==> src/occ_pkg.sv <==
// Shared constants and carriers for the operator console control block.
// Assumes a single 10 MHz processor clock and an AXI4-Lite register port.
package occ_pkg;

    // =========================================================
    // Widths
    localparam int WORD_W = 24;
    localparam int ADDR_W = 15;
    localparam int IR_W = 9;

    // =========================================================
    // Register byte offsets
    localparam logic [7:0] OFF_CTRL = 8'h00;
    localparam logic [7:0] OFF_STATUS = 8'h04;
    localparam logic [7:0] OFF_PTR = 8'h08;
    localparam logic [7:0] OFF_BUF = 8'h0C;
    localparam logic [7:0] OFF_INSTR = 8'h10;
    localparam logic [7:0] OFF_DISP = 8'h14;
    localparam logic [7:0] OFF_SENSE = 8'h18;

    // =========================================================
    // Control register bit positions (datapath events from the processor)
    localparam int CTRL_IOWAIT = 0;
    localparam int CTRL_PARERR = 1;
    localparam int CTRL_IRQ = 2;
    localparam int CTRL_OVF = 3;
    localparam int CTRL_FETCH = 4;

    // =========================================================
    // Reset values
    localparam logic [WORD_W-1:0] WORD_RST = 24'h000000;
    localparam logic [ADDR_W-1:0] ADDR_RST = 15'h0000;
    localparam logic [IR_W-1:0] IR_RST = 9'h000;

    // =========================================================
    // Three-position switch encoding
    typedef enum logic [1:0] {
        OCC_POS_CENTER = 2'b00,
        OCC_POS_UP = 2'b01,
        OCC_POS_DOWN = 2'b10
    } occ_pos_t;

    // Run control states
    typedef enum logic [1:0] {
        OCC_ST_HALT = 2'b00,
        OCC_ST_RUN = 2'b01,
        OCC_ST_STEP = 2'b10,
        OCC_ST_IOWAIT = 2'b11
    } occ_state_t;

    // Front-panel switch bundle (raw, asynchronous)
    typedef struct packed {
        logic [WORD_W-1:0] data_sw;
        logic [1:0] instr_load;
        logic [1:0] reg_load_hi;
        logic reg_load_lo_dn;
        logic [1:0] sw_function;
        logic start_pb;
        logic halt_pb;
        logic mclr_pb;
        logic [1:0] step_sw;
        logic [1:0] mem_dir;
        logic single_cycle_pb;
        logic io_release_pb;
        logic [1:0] parity_sw;
        logic int_inhibit;
        logic [1:0] disp_a;
        logic [1:0] disp_b;
        logic [1:0] ptr_sw;
    } occ_panel_t;

    // Lamp bundle
    typedef struct packed {
        logic io_wait;
        logic parity;
        logic irq;
        logic overflow;
        logic halted;
    } occ_lamps_t;

endpackage : occ_pkg
==> src/occ_console.sv <==
// Operator console control: front panel switches onto processor registers.
// Assumes panel switches arrive asynchronous and already debounced, and that
// processor events arrive on aclk through an AXI4-Lite control register.
`timescale 1ns/100ps
module occ_console (
    // Clock and reset
    input wire logic aclk,
    input wire logic aresetn,
    // AXI4-Lite slave
    input wire logic [7:0] s_axi_awaddr,
    input wire logic s_axi_awvalid,
    output logic s_axi_awready,
    input wire logic [31:0] s_axi_wdata,
    input wire logic [3:0] s_axi_wstrb,
    input wire logic s_axi_wvalid,
    output logic s_axi_wready,
    output logic [1:0] s_axi_bresp,
    output logic s_axi_bvalid,
    input wire logic s_axi_bready,
    input wire logic [7:0] s_axi_araddr,
    input wire logic s_axi_arvalid,
    output logic s_axi_arready,
    output logic [31:0] s_axi_rdata,
    output logic [1:0] s_axi_rresp,
    output logic s_axi_rvalid,
    input wire logic s_axi_rready,
    // Front panel
    input wire occ_pkg::occ_panel_t panel,
    output occ_pkg::occ_lamps_t lamps,
    output logic [23:0] display,
    output logic [14:0] ptr_display,
    // Processor control and memory
    input wire logic [23:0] mem_rdata,
    output logic run,
    output logic repeat_instr,
    output logic int_enable,
    output logic mem_wr,
    output logic mem_rd,
    output logic [23:0] mem_wdata
);

    // =========================================================
    // Switch synchroniser
    localparam int PW = $bits(occ_pkg::occ_panel_t);
    logic [PW-1:0] sync1_r, sync2_r, prev_r;
    occ_pkg::occ_panel_t sw, pr;

    always_ff @(posedge aclk) begin
        if (!aresetn) begin
            sync1_r <= '0;
            sync2_r <= '0;
            prev_r <= '0;
        end else begin
            sync1_r <= panel;
            sync2_r <= sync1_r;
            prev_r <= sync2_r;
        end
    end

    assign sw = sync2_r;
    assign pr = prev_r;

    function automatic logic edge_on(input logic now, input logic was);
        edge_on = now & ~was;
    endfunction : edge_on

    // One-cycle pulses from presses and from moving a switch into a position
    logic p_start, p_halt, p_mclr, p_sc, p_iorel;
    logic p_ir_up, p_ir_dn, p_rl_up, p_rl_dn, p_lo_dn, p_pc_up, p_pc_dn;
    logic p_par_dn;
    logic [23:0] p_data;
    assign p_start = edge_on(sw.start_pb, pr.start_pb);
    assign p_halt = edge_on(sw.halt_pb, pr.halt_pb);
    assign p_mclr = edge_on(sw.mclr_pb, pr.mclr_pb);
    assign p_sc = edge_on(sw.single_cycle_pb, pr.single_cycle_pb);
    assign p_iorel = edge_on(sw.io_release_pb, pr.io_release_pb);
    assign p_ir_up = edge_on(sw.instr_load[0], pr.instr_load[0]);
    assign p_ir_dn = edge_on(sw.instr_load[1], pr.instr_load[1]);
    assign p_rl_up = edge_on(sw.reg_load_hi[0], pr.reg_load_hi[0]);
    assign p_rl_dn = edge_on(sw.reg_load_hi[1], pr.reg_load_hi[1]);
    assign p_lo_dn = edge_on(sw.reg_load_lo_dn, pr.reg_load_lo_dn);
    assign p_pc_up = edge_on(sw.ptr_sw[0], pr.ptr_sw[0]);
    assign p_pc_dn = edge_on(sw.ptr_sw[1], pr.ptr_sw[1]);
    assign p_par_dn = edge_on(sw.parity_sw[1], pr.parity_sw[1]);

    // =========================================================
    // Processor events delivered over the register bus
    logic [4:0] ctrl_r;
    logic fetch_pulse;

    // Register load, deposit and single-cycle controls act only while the processor is stopped
    occ_pkg::occ_state_t state_r;
    logic idle;
    assign idle = (state_r == occ_pkg::OCC_ST_HALT);
    assign p_data = idle ? (sw.data_sw & ~pr.data_sw) : 24'h000000;

    // =========================================================
    // Registers of the processor
    logic [23:0] buf_r, acc_r, ext_r;
    logic [14:0] ptr_r, idx1_r, idx2_r, idx3_r;
    logic [8:0] instr_r;
    logic parity_r, halted_r;
    logic halt_match, par_stop;

    // Halt address is compared against the pointer before the fetch
    assign halt_match = (sw.sw_function == occ_pkg::OCC_POS_DOWN)
        && (ptr_r == sw.data_sw[23:9]);
    assign par_stop = parity_r && (sw.parity_sw == occ_pkg::OCC_POS_CENTER);

    logic sc_wr, sc_rd;
    assign sc_wr = idle && p_sc && (sw.mem_dir == occ_pkg::OCC_POS_UP);
    assign sc_rd = idle && p_sc && (sw.mem_dir == occ_pkg::OCC_POS_DOWN);

    // Buffer register
    always_ff @(posedge aclk) begin
        if (!aresetn || p_mclr) begin
            buf_r <= occ_pkg::WORD_RST;
        end else if (mem_rd) begin
            buf_r <= mem_rdata;
        end else if (idle && p_lo_dn) begin
            buf_r <= occ_pkg::WORD_RST;
        end else if (idle && p_rl_dn
                     && sw.disp_a == occ_pkg::OCC_POS_CENTER
                     && sw.disp_b == occ_pkg::OCC_POS_CENTER) begin
            buf_r <= buf_r;
        end else begin
            buf_r <= buf_r | p_data;
        end
    end

    // Instruction register
    always_ff @(posedge aclk) begin
        if (!aresetn || p_mclr) begin
            instr_r <= occ_pkg::IR_RST;
        end else if (idle && p_ir_up) begin
            instr_r <= buf_r[8:0];
        end else if (idle && p_ir_dn) begin
            instr_r <= occ_pkg::IR_RST;
        end
    end

    // Selected register load and clear; with both selectors at center the
    // accumulator takes the transfer, and the buffer is left unchanged.
    logic ld, cl;
    assign ld = idle && p_rl_up;
    assign cl = idle && p_rl_dn;

    always_ff @(posedge aclk) begin
        if (!aresetn || p_mclr) begin
            ext_r <= occ_pkg::WORD_RST;
            idx3_r <= occ_pkg::ADDR_RST;
        end else if (ld || cl) begin
            if (sw.disp_a == occ_pkg::OCC_POS_UP) begin
                ext_r <= ld ? buf_r : occ_pkg::WORD_RST;
            end else if (sw.disp_a == occ_pkg::OCC_POS_DOWN) begin
                idx3_r <= ld ? buf_r[14:0] : occ_pkg::ADDR_RST;
            end
        end
    end

    always_ff @(posedge aclk) begin
        if (!aresetn || p_mclr) begin
            acc_r <= occ_pkg::WORD_RST;
            idx1_r <= occ_pkg::ADDR_RST;
            idx2_r <= occ_pkg::ADDR_RST;
        end else if (ld || cl) begin
            case (sw.disp_b)
                occ_pkg::OCC_POS_UP: begin
                    idx1_r <= ld ? buf_r[14:0] : occ_pkg::ADDR_RST;
                end
                occ_pkg::OCC_POS_DOWN: begin
                    idx2_r <= ld ? buf_r[14:0] : occ_pkg::ADDR_RST;
                end
                default: begin
                    acc_r <= ld ? buf_r : occ_pkg::WORD_RST;
                end
            endcase
        end
    end

    // Instruction pointer
    always_ff @(posedge aclk) begin
        if (!aresetn || p_mclr) begin
            ptr_r <= occ_pkg::ADDR_RST;
        end else if (idle && p_pc_up) begin
            ptr_r <= buf_r[23:9];
        end else if (idle && p_pc_dn) begin
            ptr_r <= occ_pkg::ADDR_RST;
        end else if (fetch_pulse && !idle && !repeat_instr
                     && !halt_match) begin
            ptr_r <= ptr_r + 15'h0001;
        end
    end

    // Parity latch: set wins over the clear
    always_ff @(posedge aclk) begin
        if (!aresetn || p_mclr) begin
            parity_r <= 1'b0;
        end else if (ctrl_r[occ_pkg::CTRL_PARERR]) begin
            parity_r <= 1'b1;
        end else if (p_par_dn) begin
            parity_r <= 1'b0;
        end
    end

    // =========================================================
    // Run control
    always_ff @(posedge aclk) begin
        if (!aresetn || p_mclr) begin
            state_r <= occ_pkg::OCC_ST_HALT;
            halted_r <= 1'b0;
        end else begin
            case (state_r)
                occ_pkg::OCC_ST_HALT: begin
                    if (p_start && sw.step_sw != occ_pkg::OCC_POS_CENTER) begin
                        state_r <= occ_pkg::OCC_ST_STEP;
                        halted_r <= 1'b0;
                    end else if (p_start) begin
                        state_r <= occ_pkg::OCC_ST_RUN;
                        halted_r <= 1'b0;
                    end
                end
                occ_pkg::OCC_ST_RUN: begin
                    if (p_halt || par_stop
                        || (fetch_pulse && halt_match)) begin
                        state_r <= occ_pkg::OCC_ST_HALT;
                        halted_r <= 1'b1;
                    end else if (ctrl_r[occ_pkg::CTRL_IOWAIT]) begin
                        state_r <= occ_pkg::OCC_ST_IOWAIT;
                    end
                end
                occ_pkg::OCC_ST_STEP: begin
                    if (fetch_pulse || p_halt) begin
                        state_r <= occ_pkg::OCC_ST_HALT;
                        halted_r <= 1'b1;
                    end
                end
                occ_pkg::OCC_ST_IOWAIT: begin
                    if (p_iorel || !ctrl_r[occ_pkg::CTRL_IOWAIT]) begin
                        state_r <= occ_pkg::OCC_ST_RUN;
                    end
                end
                default: begin
                    state_r <= occ_pkg::OCC_ST_HALT;
                end
            endcase
        end
    end

    // =========================================================
    // Outputs toward the processor and the panel
    always_ff @(posedge aclk) begin
        if (!aresetn) begin
            run <= 1'b0;
            repeat_instr <= 1'b0;
            int_enable <= 1'b0;
            mem_wr <= 1'b0;
            mem_rd <= 1'b0;
            mem_wdata <= occ_pkg::WORD_RST;
            lamps <= '0;
            display <= occ_pkg::WORD_RST;
            ptr_display <= occ_pkg::ADDR_RST;
        end else begin
            run <= (state_r == occ_pkg::OCC_ST_RUN)
                || (state_r == occ_pkg::OCC_ST_STEP);
            repeat_instr <= (state_r == occ_pkg::OCC_ST_STEP)
                && (sw.step_sw == occ_pkg::OCC_POS_UP);
            int_enable <= !sw.int_inhibit;
            mem_wr <= sc_wr;
            mem_rd <= sc_rd;
            mem_wdata <= buf_r;
            lamps.io_wait <= (state_r == occ_pkg::OCC_ST_IOWAIT);
            lamps.parity <= parity_r;
            lamps.irq <= ctrl_r[occ_pkg::CTRL_IRQ];
            lamps.overflow <= ctrl_r[occ_pkg::CTRL_OVF];
            lamps.halted <= halted_r;
            ptr_display <= ptr_r;
            if (sw.disp_a == occ_pkg::OCC_POS_UP) begin
                display <= ext_r;
            end else if (sw.disp_a == occ_pkg::OCC_POS_DOWN) begin
                display <= {9'h000, idx3_r};
            end else begin
                case (sw.disp_b)
                    occ_pkg::OCC_POS_UP: display <= {9'h000, idx1_r};
                    occ_pkg::OCC_POS_DOWN: display <= {9'h000, idx2_r};
                    default: display <= buf_r;
                endcase
            end
        end
    end

    // =========================================================
    // AXI4-Lite slave; one write and one read outstanding
    logic aw_hold_r, w_hold_r;
    logic [7:0] awaddr_r;
    logic [31:0] wdata_r;
    logic do_wr;
    assign do_wr = aw_hold_r && w_hold_r && !s_axi_bvalid;
    assign fetch_pulse = do_wr && awaddr_r == occ_pkg::OFF_CTRL
        && wdata_r[occ_pkg::CTRL_FETCH];

    always_ff @(posedge aclk) begin
        if (!aresetn) begin
            aw_hold_r <= 1'b0;
            w_hold_r <= 1'b0;
            awaddr_r <= 8'h00;
            wdata_r <= 32'h00000000;
            s_axi_awready <= 1'b0;
            s_axi_wready <= 1'b0;
            s_axi_bvalid <= 1'b0;
            s_axi_bresp <= 2'b00;
            ctrl_r <= 5'h00;
        end else begin
            s_axi_awready <= !aw_hold_r && !s_axi_awready;
            s_axi_wready <= !w_hold_r && !s_axi_wready;
            if (s_axi_awvalid && s_axi_awready) begin
                aw_hold_r <= 1'b1;
                awaddr_r <= s_axi_awaddr;
                s_axi_awready <= 1'b0;
            end
            if (s_axi_wvalid && s_axi_wready) begin
                w_hold_r <= 1'b1;
                wdata_r <= s_axi_wdata;
                s_axi_wready <= 1'b0;
            end
            if (p_iorel && state_r == occ_pkg::OCC_ST_IOWAIT) begin
                ctrl_r[occ_pkg::CTRL_IOWAIT] <= 1'b0;
            end
            if (do_wr) begin
                aw_hold_r <= 1'b0;
                w_hold_r <= 1'b0;
                s_axi_bvalid <= 1'b1;
                s_axi_bresp <= (awaddr_r == occ_pkg::OFF_CTRL)
                    ? 2'b00 : 2'b10;
                if (awaddr_r == occ_pkg::OFF_CTRL) begin
                    ctrl_r <= wdata_r[4:0] & 5'h0F;
                end
            end else if (s_axi_bvalid && s_axi_bready) begin
                s_axi_bvalid <= 1'b0;
            end
        end
    end

    always_ff @(posedge aclk) begin
        if (!aresetn) begin
            s_axi_arready <= 1'b0;
            s_axi_rvalid <= 1'b0;
            s_axi_rdata <= 32'h00000000;
            s_axi_rresp <= 2'b00;
        end else begin
            s_axi_arready <= !s_axi_rvalid && !s_axi_arready;
            if (s_axi_arvalid && s_axi_arready) begin
                s_axi_arready <= 1'b0;
                s_axi_rvalid <= 1'b1;
                s_axi_rresp <= 2'b00;
                case (s_axi_araddr)
                    occ_pkg::OFF_CTRL: s_axi_rdata <= {27'h0, ctrl_r};
                    occ_pkg::OFF_STATUS: s_axi_rdata <= {24'h0, 1'b0,
                        parity_r, halted_r, int_enable, state_r, idle, run};
                    occ_pkg::OFF_PTR: s_axi_rdata <= {17'h0, ptr_r};
                    occ_pkg::OFF_BUF: s_axi_rdata <= {8'h0, buf_r};
                    occ_pkg::OFF_INSTR: s_axi_rdata <= {23'h0, instr_r};
                    occ_pkg::OFF_DISP: s_axi_rdata <= {8'h0, acc_r};
                    occ_pkg::OFF_SENSE: begin
                        // Sense switches readable only in sense mode
                        s_axi_rdata <= (sw.sw_function == occ_pkg::OCC_POS_UP)
                            ? {8'h0, sw.data_sw} : 32'h0;
                    end
                    default: begin
                        s_axi_rdata <= 32'h00000000;
                        s_axi_rresp <= 2'b10;
                    end
                endcase
            end else if (s_axi_rvalid && s_axi_rready) begin
                s_axi_rvalid <= 1'b0;
            end
        end
    end

endmodule : occ_console

==> config.mk <==
export PLATFORM = sky130hd
export DESIGN_NAME = occ_console
export DESIGN_NICKNAME = d
export VERILOG_FILES = /design/src/occ_pkg.sv /design/src/occ_console.sv
export SDC_FILE = /design/constraint.sdc
export NUM_CORES = 1
export LEC_CHECK = 0
export BUFFER_PORTS_ARGS = -buffer_cell sky130_fd_sc_hd__clkbuf_2
export CORE_MARGIN = 5
export CORE_UTILIZATION = 50
export CTS_BUF_LIST = sky130_fd_sc_hd__clkbuf_8
export DETAILED_ROUTE_END_ITERATION = 7
export PLACE_DENSITY = 0.75
export SLEW_MARGIN = 20
export SYNTH_ARGS = -nofsm -noshare
export SYNTH_HDL_FRONTEND = slang
export SYNTH_SLANG_ARGS = --single-unit
==> constraint.sdc <==
create_clock -name aclk -period 2.3 [get_ports aclk]
set_input_delay 0 -clock aclk [delete_from_list [all_inputs] [get_ports aclk]]
set_output_delay 0 -clock aclk [all_outputs]
set_load 0.03 [all_outputs]
# Word-level counts from Yosys, hierarchy flattened
# Cells that the tools add are included.
# op_classes
muxes	39
n_bitwise	32
n_lt_le_gt_ge	0
shifts	0
addsub	1
n_mul	0
n_eq_ne	25
n_div	0
n_reduce_logical	80
# ops
op	n
24-bit 2-to-1 mux	8
24-bit case mux with 7 select lines	1
15-bit 2-to-1 mux	4
24-bit case mux with 2 select lines	1
1-bit logical AND	33
24-bit AND	1
8-bit by 5-bit equality test with 1-bit output, second input constant	3
24-bit NOT	1
24-bit bitwise OR	1
9-bit 2-to-1 mux	2
8-bit by 4-bit equality test with 1-bit output, second input constant	2
8-bit logical NOT	2
2-bit 2-to-1 mux	8
1-bit NOT	16
15-bit by 1-bit adder with 15-bit output, second input constant	1
15-bit equality test	1
1-bit AND	13
1-bit logical NOT	13
1-bit 2-to-1 mux	13
2-bit by 1-bit equality test with 1-bit output, second input constant	6
2-bit equality test, second input constant	6
2-bit AND reduction	5
2-bit nonzero test	5
2-bit OR reduction	5
12 further kinds	26
# totals
mem_bits_rw	0
word_cells	218
latchBits	0
memories	0
reg_bits	425
output_inout_bits	114
rom_bits	0

# Depth between registers and ports, before layout
# Gate-level depths: netlist (run 1).
# logic_depth
word_depth	10
mapped_depth	11
depth_no_buf	8

# Least setup slack after synthesis (run 1)
# Ideal clock, no wire load.
# synth_timing
kind	register -> register
startpoint	register state_r[0]
endpoint	register buf_r[22]
setup_ns	0.065
n_path_buf	3
setup_slack_ns	0.116
path_stages_with_launch	11
synth_period_minus_slack_ns	2.184
t_arrival_ns	2.119
path_cell_list	dfxtp_1 inv_1 ha_1 clkbuf_1 a31oi_1 and2_1 clkbuf_1 clkbuf_1 a32o_1 a22oi_1 nor2_1
# synth_via
elab_chain_cells	6
elab_cells_between_ends	11
cone_classes	eq/ne (1); mux (4); bitwise (1); reduce/logical (5)
# synth_lines
item	line	source
from (decl)	occ_console.sv:92	occ_pkg::occ_state_t state_r;
from (signal assigned)	occ_console.sv:210	state_r <= occ_pkg::OCC_ST_HALT;
from (signal assigned)	occ_console.sv:216	state_r <= occ_pkg::OCC_ST_STEP;
from (signal assigned)	occ_console.sv:219	state_r <= occ_pkg::OCC_ST_RUN;
2-bit logical NOT *	occ_console.sv:94	assign idle = (state_r == occ_pkg::OCC_ST_HALT);
24-bit 2-to-1 mux	occ_console.sv:95	assign p_data = idle ? (sw.data_sw & ~pr.data_sw) : 24'h000000;
24-bit bitwise OR	occ_console.sv:127	buf_r <= buf_r | p_data;
24-bit 2-to-1 mux	occ_console.sv:122	end else if (idle && p_rl_dn
24-bit 2-to-1 mux	occ_console.sv:120	end else if (idle && p_lo_dn) begin
24-bit 2-to-1 mux	occ_console.sv:118	end else if (mem_rd) begin
to (signal assigned)	occ_console.sv:119	buf_r <= mem_rdata;
to (signal assigned)	occ_console.sv:121	buf_r <= occ_pkg::WORD_RST;
to (signal assigned)	occ_console.sv:127	
to (decl)	occ_console.sv:99	logic [23:0] buf_r, acc_r, ext_r;
# Mark *: on every way between the ends. The rest lies on a longest branch, timed or not. The select of a mux whose other input is x is not followed.
# A chain may end at the register's enable or synchronous reset.

# Worst setup path in the final report (run 1)
# layout_timing
startpoint	register awaddr_r[6]
endpoint	register halted_r
# layout_via
elab_chain_cells	7
elab_cells_between_ends	9
cone_classes	eq/ne (2); reduce/logical (7)
# layout_lines
item	line	source
from (decl)	occ_console.sv:295	logic [7:0] awaddr_r;
from (signal assigned)	occ_console.sv:318	awaddr_r <= s_axi_awaddr;
8-bit logical NOT *	occ_console.sv:299	assign fetch_pulse = do_wr && awaddr_r == occ_pkg::OFF_CTRL
1-bit logical AND *	occ_console.sv:299	
1-bit logical AND *	occ_console.sv:300	&& wdata_r[occ_pkg::CTRL_FETCH];
1-bit logical AND	occ_console.sv:225	|| (fetch_pulse && halt_match)) begin
1-bit logical OR	occ_console.sv:225	
2-bit != test (no line)	--	
4-bit AND reduction (no line) *	--	
to (signal assigned)	occ_console.sv:220	halted_r <= 1'b0;
to (signal assigned)	occ_console.sv:227	halted_r <= 1'b1;
to (signal assigned)	occ_console.sv:235	halted_r <= 1'b1;
to (decl)	occ_console.sv:102	logic parity_r, halted_r;
# Mark *: on every way between the ends. The rest lies on a longest branch, timed or not.

==> results of run 1 <==
## stage by stage
stage	utilization	power, mW	instance area (um^2)	TNS (ns)
2_1_floorplan	-	8.82	15200	0
3_3_place_gp	0.566	9.56	16900	0
3_5_place_dp	0.566	9.61	16900	-0.200
4_1_cts	0.649	15.7	19300	-0.0154
5_1_grt	0.652	16.4	19400	-0.103
6_report	0.652	15.8	19400	-0.00576
## critical path, cell delays in order, from the launching register on
cell and delay, ns:
dfxtp_1 0.31, or4_4 0.56, or4_4 0.54, and3_4 0.23, a211oi_4 0.25, a21oi_2 0.08, a41o_1 0.21
## cell usage in the layout (no fill, tap or decap), drive strengths merged, types with 35 or more instances in the layout
cell / netlist / routed
a22oi: 87 / 87
nand2: 88 / 88
a211oi: 39 / 39
a32oi: 60 / 60
nor2: 213 / 213
buf: 23 / 88
and2: 185 / 185
inv: 42 / 61
dfxtp: 403 / 403
a21oi: 73 / 73
clkbuf: 129 / 284
dlygate4sd3: 0 / 119
o21ai: 34 / 35
## where the power goes
| group | leakage (nW) | switching (mW) | total [mW] | internal (mW) |
|---|---|---|---|---|
| clock network | 0.726 | 2.73 | 6.01 | 3.28 |
| logic | 3.86 | 1.40 | 2.33 | 0.927 |
| registers | 3.28 | 0.241 | 7.47 | 7.23 |
| total | 7.87 | 4.38 | 15.8 | 11.4 |
## timing repair
item	4_1_cts	5_1_grt
pin swaps	0	4
setup buffers	0	2
hold buffers	119	0
gates resized for setup	3	12
setup endpoints to repair	11	109
gates cloned	0	1
endpoints found under the hold margin	95	0
## registers in the layout, summed over array words and instances (netlist names), 5 cells and up
register / cells
acc_r: 24
awaddr_r: 8
buf_r: 24
display: 24
ext_r: 24
idx1_r: 15
idx2_r: 15
idx3_r: 15
instr_r: 9
lamps: 5
mem_wdata: 24
pr: 37
ptr_display: 15
ptr_r: 15
s_axi_rdata: 24
sw: 49
sync1_r: 49
wdata_r: 5
## routing by layer
layer  vias up  global-route usage
met5         -                   0
met4         0               0.106
met3       115              0.0545
met2       680               0.456
met1      6610               0.345
li1       6362                   -
## cell families after synthesis
logic type,synth area share
muxes,0.0230
buffers and inverters,0.0504
xor gates and xnor gates,0.00865
adders and majority gates,0.00659
other,0.000247
and+or+nand+nor,0.199
DFF,0.531
AOI/OAI and AO/OA,0.181
## worst max-delay path by stage
stage | start | endpoint | slack (ns)
finish | awaddr_r[6] | halted_r | -0.006
global route | awaddr_r[6] | halted_r | -0.04
CTS | awaddr_r[7] | ptr_r[13] | -0.02
detailed placement | awaddr_r[7] | ptr_r[13] | -0.06
global placement | awaddr_r[7] | ptr_r[13] | 0.06
floorplan | state_r[0] | buf_r[22] | 0.12
## area by class of cell
type / count / area, um^2 / area share
sequential: 403 / 8070 / 0.415
multi-input combinational: 1045 / 6510 / 0.335
timing repair buffer: 410 / 2930 / 0.151
clock buffer: 81 / 1110 / 0.0574
tap: 390 / 488 / 0.0251
clock inverter: 30 / 159 / 0.00818
inverter: 42 / 158 / 0.00811
antenna: 1 / 2.50 / 0.000129
==> flow_summary.yaml, run 1 <==
place:
  place_ws_ns: -0.0565
  numPlacedInstances: 2168
  gp_congestion: 0.960
  numPortBuffers: 204
  dp_hpwl_um: 30400
sta:
  finalSetupViolCount: 1
  rsz0062_at_grt: "yes"
  skew_ns: 0.0341
  holdWs_ns: 0.139
  min_period_ns: 2.31
  period_share: 1.00
  relSlewSlack: 0.508
  setup_slack_ns: -0.00576
  worst_pin_slew_ns: 0.737
  hold_viol_final: 0
  max_freq_mhz: 434
  slew_viol_final: 0
setup_path:
  critPathCaptureType: "register"
  worst_r2r_path_depth: 6
  start_kind: "register"
  r2r-start: "awaddr_r[6]"
  r2r_end: "halted_r"
  crit_fanout: 3
  required_ns: 2.75
  path_class: "register to register"
  arrival_ns: 2.76
  r2r_slack_ns: -0.006
drt:
  via_per_inst: 5.73
  routed_wirelength_um: 47900
  drc: 0
  final_antenna_net_count: 0
  routedWlPerCell_um: 19.9
  first_pass_iters: 8
  m1WireLength_um: 19200
  route.met3.wl_um: 4110
  routed-wl-met2_um: 22800
  highest_layer: "met4"
  vias: 13800
  drt_iter0_markers: 1479
floorplan:
  die_area_um2: 34000
  coreArea_um2: 29800
  initial_core_util: 0.510
  rows: 63
  io_pins: 246
  die_w_um: 184
  die_y_um: 184
synth:
  syn_area_um2: 15200
  syn_area_per_cell_um2: 9.31
  syn_inst: 1632
  synthArstFlopShare: 0
  yosysMostFrequentCell: "dfxtp_1"
  yosys-top-cells-area: "dfxtp_1 (53%), and2_1 (7.6%), nor2_1 (5.2%)"
  yosysWarnings: 0
  yosys.area.top_type_share: 0.531
  ys_top_cells_by_count: "dfxtp_1 (403), nor2_1 (212), and2_1 (185)"
  ys_ff_latch: 403
  ys_types: 62
  synth_largest_area_cell: "dfxtp_1"
  synth_edf_count: 0
  yosysSeqAreaShare: 0.531
  synthFlopType: "dfxtp_1"
layout:
  nets: 2108
  layout.cells.non_filler: 2402
  drive_gt1_frac: 0.207
  layout-area-overhead-vs-synth_pct: 27.9
  nFillCells: 2387
grt:
  grt_pass1_wl_um: 73500
  grt_max_degree: 83
  grt_usage: 0.271
  first_global_vias: 13500
  antenna_found_initial: 1
  grt-ovfl-total: 0
clock_network:
  h-tree-depth: 3
  path_clk_slew_ns: 0.06
  clock_path_buffers: 3
  cts_sinks: 403
  cts_tree: "done"
  root_buffer: "clkbuf_8"
  cts_buffers: 66
  clkLatencyLatePin_ns: 0.58
min_path:
  hold_end: "s_axi_rresp[1]"
  min-delay-path-class: "primary input to register"
  holdPathStages: 6
  min_from: "s_axi_araddr[6]"
pwr:
  power_density_nw_per_um2: 814
  vdd_ir_drop_max_mv: 0.588
  p_leak_nw: 7.87
status:
  violations: "setup timing"
  status: "finished with violations"
job:
  maxCapViolCount: 0
(Power assumes the default switching activity.)
==> run 2: changes to the inputs <==
--- a/config.mk
+++ b/config.mk
@@ -6,11 +6,9 @@
 export NUM_CORES = 1
 export LEC_CHECK = 0
 export BUFFER_PORTS_ARGS = -buffer_cell sky130_fd_sc_hd__clkbuf_2
-export CORE_MARGIN = 5
-export CORE_UTILIZATION = 50
+export CORE_UTILIZATION = 27
 export CTS_BUF_LIST = sky130_fd_sc_hd__clkbuf_8
 export DETAILED_ROUTE_END_ITERATION = 7
-export PLACE_DENSITY = 0.75
 export SLEW_MARGIN = 20
 export SYNTH_ARGS = -nofsm -noshare
 export SYNTH_HDL_FRONTEND = slang
==> flow_summary.yaml, run 2 (synthesized netlist as in run 1, its figures left out) <==
drt:
  vias: 13500
  routed_wirelength_um: 51700
  drc: 0
  final_antenna_net_count: 0
  drt_iter0_markers: 1168
  first_pass_iters: 6
  routedWlPerCell_um: 18.5
  via_per_inst: 4.84
sta:
  hold_viol_final: 0
  fin_setup_tns_ns: 0
  rsz0062_at_grt: "yes"
  slew_viol_final: 0
  worst_pin_slew_ns: 0.631
  min_period_ns: 2.24
  holdWs_ns: 0.101
  relSlewSlack: 0.579
  finalSetupViolCount: 0
  period_share: 0.975
  max_freq_mhz: 446
  skew_ns: 0.0265
pwr:
  power_density_nw_per_um2: 835
  vdd_ir_drop_max_mv: 0.363
  p_leak_nw: 8.09
clock_network:
  h-tree-depth: 3
  clkLatencyLatePin_ns: 0.65
  cts_sinks: 403
  cts_buffers: 71
  cts_tree: "done"
  path_clk_slew_ns: 0.06
  clock_path_buffers: 3
  root_buffer: "clkbuf_8"
  cts_setup_buffers: 0
floorplan:
  rows: 86
  io_pins: 246
  die_area_um2: 57200
  initial_core_util: 0.275
  die_w_um: 239
  die_y_um: 239
  coreArea_um2: 55300
grt:
  grt-ovfl-total: 0
  grt_pass1_wl_um: 78000
  antenna_found_initial: 4
  grt_usage: 0.179
  grt_max_degree: 80
  first_global_vias: 13200
layout:
  drive_gt1_frac: 0.217
  layout_commonest_cell: "dfxtp_1"
  layout.cells.most_common_list: "dfxtp_1 (401), nor2_1 (211), clkbuf_2 (203)"
  nets: 2129
  layout.cells.non_filler: 2793
  layout-area-overhead-vs-synth_pct: 33.3
status:
  status: "completed"
setup_path:
  slowest_stage: "or4_4"
  crit_fanout: 4
  start_kind: "register"
  path_class: "register to register"
  cpMostUsedCell: "or4_4"
  arrival_ns: 2.83
  required_ns: 2.89
  critPathCaptureType: "register"
  cpPeakStageDelay_ns: 0.55
  path_cells: "or4_4, or4_4, and3_4, a211o_1, o21ba_1, o22a_1"
min_path:
  min-delay-path-class: "primary input to register"
place:
  dp_hpwl_um: 36100
  gp_congestion: 0.892
  numPlacedInstances: 2543
  numPortBuffers: 204
job:
  maxCapViolCount: 0
-- run 2: where the power goes --
part	switching, mW	internal (mW)	total, mW
clock	3.08	4.01	7.09
sequential	0.222	7.23	7.45
combinational	1.42	0.939	2.36
-- run 2: final timing paths --
check,depth (start not counted),slack (ns),startpoint,endpoint
worst max register to register,6,0.06,awaddr_r[3],state_r[1]
worst max-delay path,6,0.06,awaddr_r[3],state_r[1]
worst min register to register,1,0.38,sw[6],int_enable
worst min-delay path,5,0.10,s_axi_araddr[2],s_axi_rdata[1]
-- run 2: cell type report --
class | count | area [um^2]
fillers | 5636 | 35100
flip-flops and latches | 403 | 8070
multi-input cells | 1044 | 6420
repair buffers | 427 | 3110
clock buffers | 93 | 1280
well taps | 748 | 936
clock inverters | 34 | 275
inverters | 42 | 158
diodes | 2 | 5.00
-- run 2: repair_timing --
item	4_1_cts	5_1_grt
hold endpoints to repair	140	0
gates resized for setup	0	5
hold buffers	121	0
setup endpoints to repair	0	13
-- run 2: per-layer routing --
metal | track usage | vias to the layer above | wire length, um
met4 | 0.0849 | 4 | 1750
met1 | 0.241 | 6412 | 23700
met2 | 0.268 | 582 | 22400
met5 | 0 | - | 34
li1 | - | 6426 | -
met3 | 0.0429 | 95 | 3780
-- run 2: through the flow --
step	setup WS [ns]	utilization	power [mW]	cell area, um^2
global route	-0.00754	0.366	17.6	20300
detailed placement	0.0777	0.316	9.78	17500
finish	0.0569	0.366	16.9	20300
floorplan	0.116	-	8.82	15200
CTS	0.0355	0.366	17.1	20200
global placement	0.0746	0.316	9.77	17500
-- run 2: critical path, delay by kind of cell (launching register included) --
kind / cells / cell delay, ns
simple gates: 3 / 1.28
flops: 1 / 0.32
compound gates: 3 / 0.58
==> run 3: changes to the inputs <==
--- a/config.mk
+++ b/config.mk
@@ -9,6 +9,8 @@
 export CORE_UTILIZATION = 27
 export CTS_BUF_LIST = sky130_fd_sc_hd__clkbuf_8
 export DETAILED_ROUTE_END_ITERATION = 7
+export PLACE_DENSITY_LB_ADDON = 0.08
+export RECOVER_POWER = 100
 export SLEW_MARGIN = 20
 export SYNTH_ARGS = -nofsm -noshare
 export SYNTH_HDL_FRONTEND = slang
==> flow_summary.yaml, run 3 (synthesized netlist as in run 1, its figures left out) <==
sta:
  finalSetupViolCount: 0
  hold_viol_final: 0
  rsz0062_at_grt: "no"
  setup_slack_ns: 0.0429
  relSlewSlack: -0.132
  slew_viol_final: 112
  skew_ns: 0.0367
  fin_setup_tns_ns: 0
  min_period_ns: 2.26
  worst_pin_slew_ns: 1.70
  max_freq_mhz: 443
  period_share: 0.981
drt:
  first_pass_iters: 5
  drt_iter0_markers: 876
  routedWlPerCell_um: 19.5
  vias: 13400
  final_antenna_net_count: 0
  routed_wirelength_um: 54700
  drc: 0
  via_per_inst: 4.78
pwr:
  p_total_mw: 17.0
  switching_power_mw: 4.81
  p_sw_frac: 0.283
  pwr-share-seq: 0.436
  internal-power_mw: 12.2
  power_density_nw_per_um2: 841
  vdd_ir_drop_max_mv: 0.305
  p_leak_nw: 7.74
  clkPwrFrac: 0.420
  comb_power_share: 0.143
setup_path:
  cp.buffers_inverters: 0
  start_kind: "register"
  path_cells: "or4_4, or4_4, and3_4, a211o_1, o21ba_1, o22a_1"
  slowest_stage: "or4_4"
  cpMostUsedCell: "or4_4"
  path_class: "register to register"
  arrival_ns: 2.84
  required_ns: 2.88
  critPathCaptureType: "register"
  cpPeakStageDelay_ns: 0.56
  critPathTopFamily: "simple AND/OR/NAND/NOR gates"
  crit_fanout: 4
layout:
  nets: 2145
  post-route-util: 0.366
  layout-area-overhead-vs-synth_pct: 33.1
  layout_commonest_cell: "dfxtp_1"
  stdcell_area_um2: 20200
  layout.cells.most_common_list: "dfxtp_1 (402), nor2_1 (212), dlygate4sd3_1 (122)"
  nFillCells: 5845
  drive_gt1_frac: 0.166
min_path:
  min-delay-path-class: "primary input to register"
floorplan:
  die_y_um: 239
  io_pins: 246
  die_area_um2: 57200
  die_w_um: 239
  coreArea_um2: 55300
  initial_core_util: 0.275
  rows: 86
clock_network:
  clock_path_buffers: 3
  root_buffer: "clkbuf_8"
  cts_sinks: 403
  cts_buffers: 75
  path_clk_slew_ns: 0.06
  h-tree-depth: 3
  clkLatencyLatePin_ns: 0.65
  cts_tree: "done"
grt:
  grt_pass1_wl_um: 82800
  antenna_found_initial: 2
  grt-ovfl-total: 0
  first_global_vias: 13500
  grt_usage: 0.191
  grt_max_degree: 112
status:
  violations: "capacitance limit, slew limit"
  status: "finished with violations"
place:
  dp_hpwl_um: 37000
  place_ws_ns: 0.0480
  gp_congestion: 0.864
  numPortBuffers: 204
  dpl_cell_area_um2: 17600
job:
  maxCapViolCount: 1
-- run 3: changes by cell type in the layout (fill, tap and decap cells not counted), sizes merged --
cell	before	now
clkbuf	296	318
buf	103	100
inv	60	63
bufinv	3	1
clkinv	11	9
diode	2	1
dlygate4sd3	121	122
-- run 3: what timing repair did --
action / 4_1_cts / 5_1_grt
gates resized for setup: 0 / 4
hold buffers: 122 / 0
endpoints found under the setup margin: 0 / 14
endpoints found under the hold margin: 142 / 0
setup buffers: 0 / 1
-- run 3: layout make-up --
cell class	count	area, um^2	share of cell area
antenna	1	2.50	0.000124
clock buffer	101	1390	0.0688
clock inverter	33	169	0.00835
inverter	42	158	0.00780
multi-input combinational	1044	6430	0.318
sequential	403	8070	0.399
tap	748	936	0.0463
timing repair buffer	439	3060	0.151
-- run 3: metrics by stage --
| stage | hold WS [ns] | cells |
|---|---|---|
| floorplan | 0.127 | 1641 |
| global placement | 0.211 | 2553 |
| detailed placement | 0.210 | 2553 |
| CTS | 0.0169 | 2809 |
| global route | 0.0767 | 2811 |
| finish | 0.0748 | 2811 |
-- run 3: power groups by stage --
stage	clock network (mW)	registers (mW)	logic [mW]
floorplan	0	7.62	1.21
global placement	0	7.58	2.31
detailed placement	0	7.58	2.31
CTS	7.39	7.43	2.48
global route	7.73	7.45	2.64
finish	7.15	7.43	2.44
-- run 3: worst paths after layout --
check | start | end | slack (ns) | depth (start not counted)
max | awaddr_r[3] | state_r[1] | 0.04 | 6
min | s_axi_araddr[6] | s_axi_rresp[1] | 0.07 | 6
max reg2reg | awaddr_r[3] | state_r[1] | 0.04 | 6
min reg2reg | sw[6] | int_enable | 0.38 | 1
-- run 3: metal layers --
layer / vias up / global-route usage / share of wire
li1: 6447 / - / -
met1: 6494 / 0.268 / 0.48
met3: 78 / 0.0376 / 0.051
met2: 425 / 0.292 / 0.44
met4: 0 / 0.0602 / 0.023
met5: - / 0 / 0
-- run 3: worst register-to-register path: cells and delay by family, from the launching register on --
kind / cells / cell delay [ns]
and+or+nand+nor: 3 / 1.33
DFF: 1 / 0.31
AOI/OAI and AO/OA: 3 / 0.58
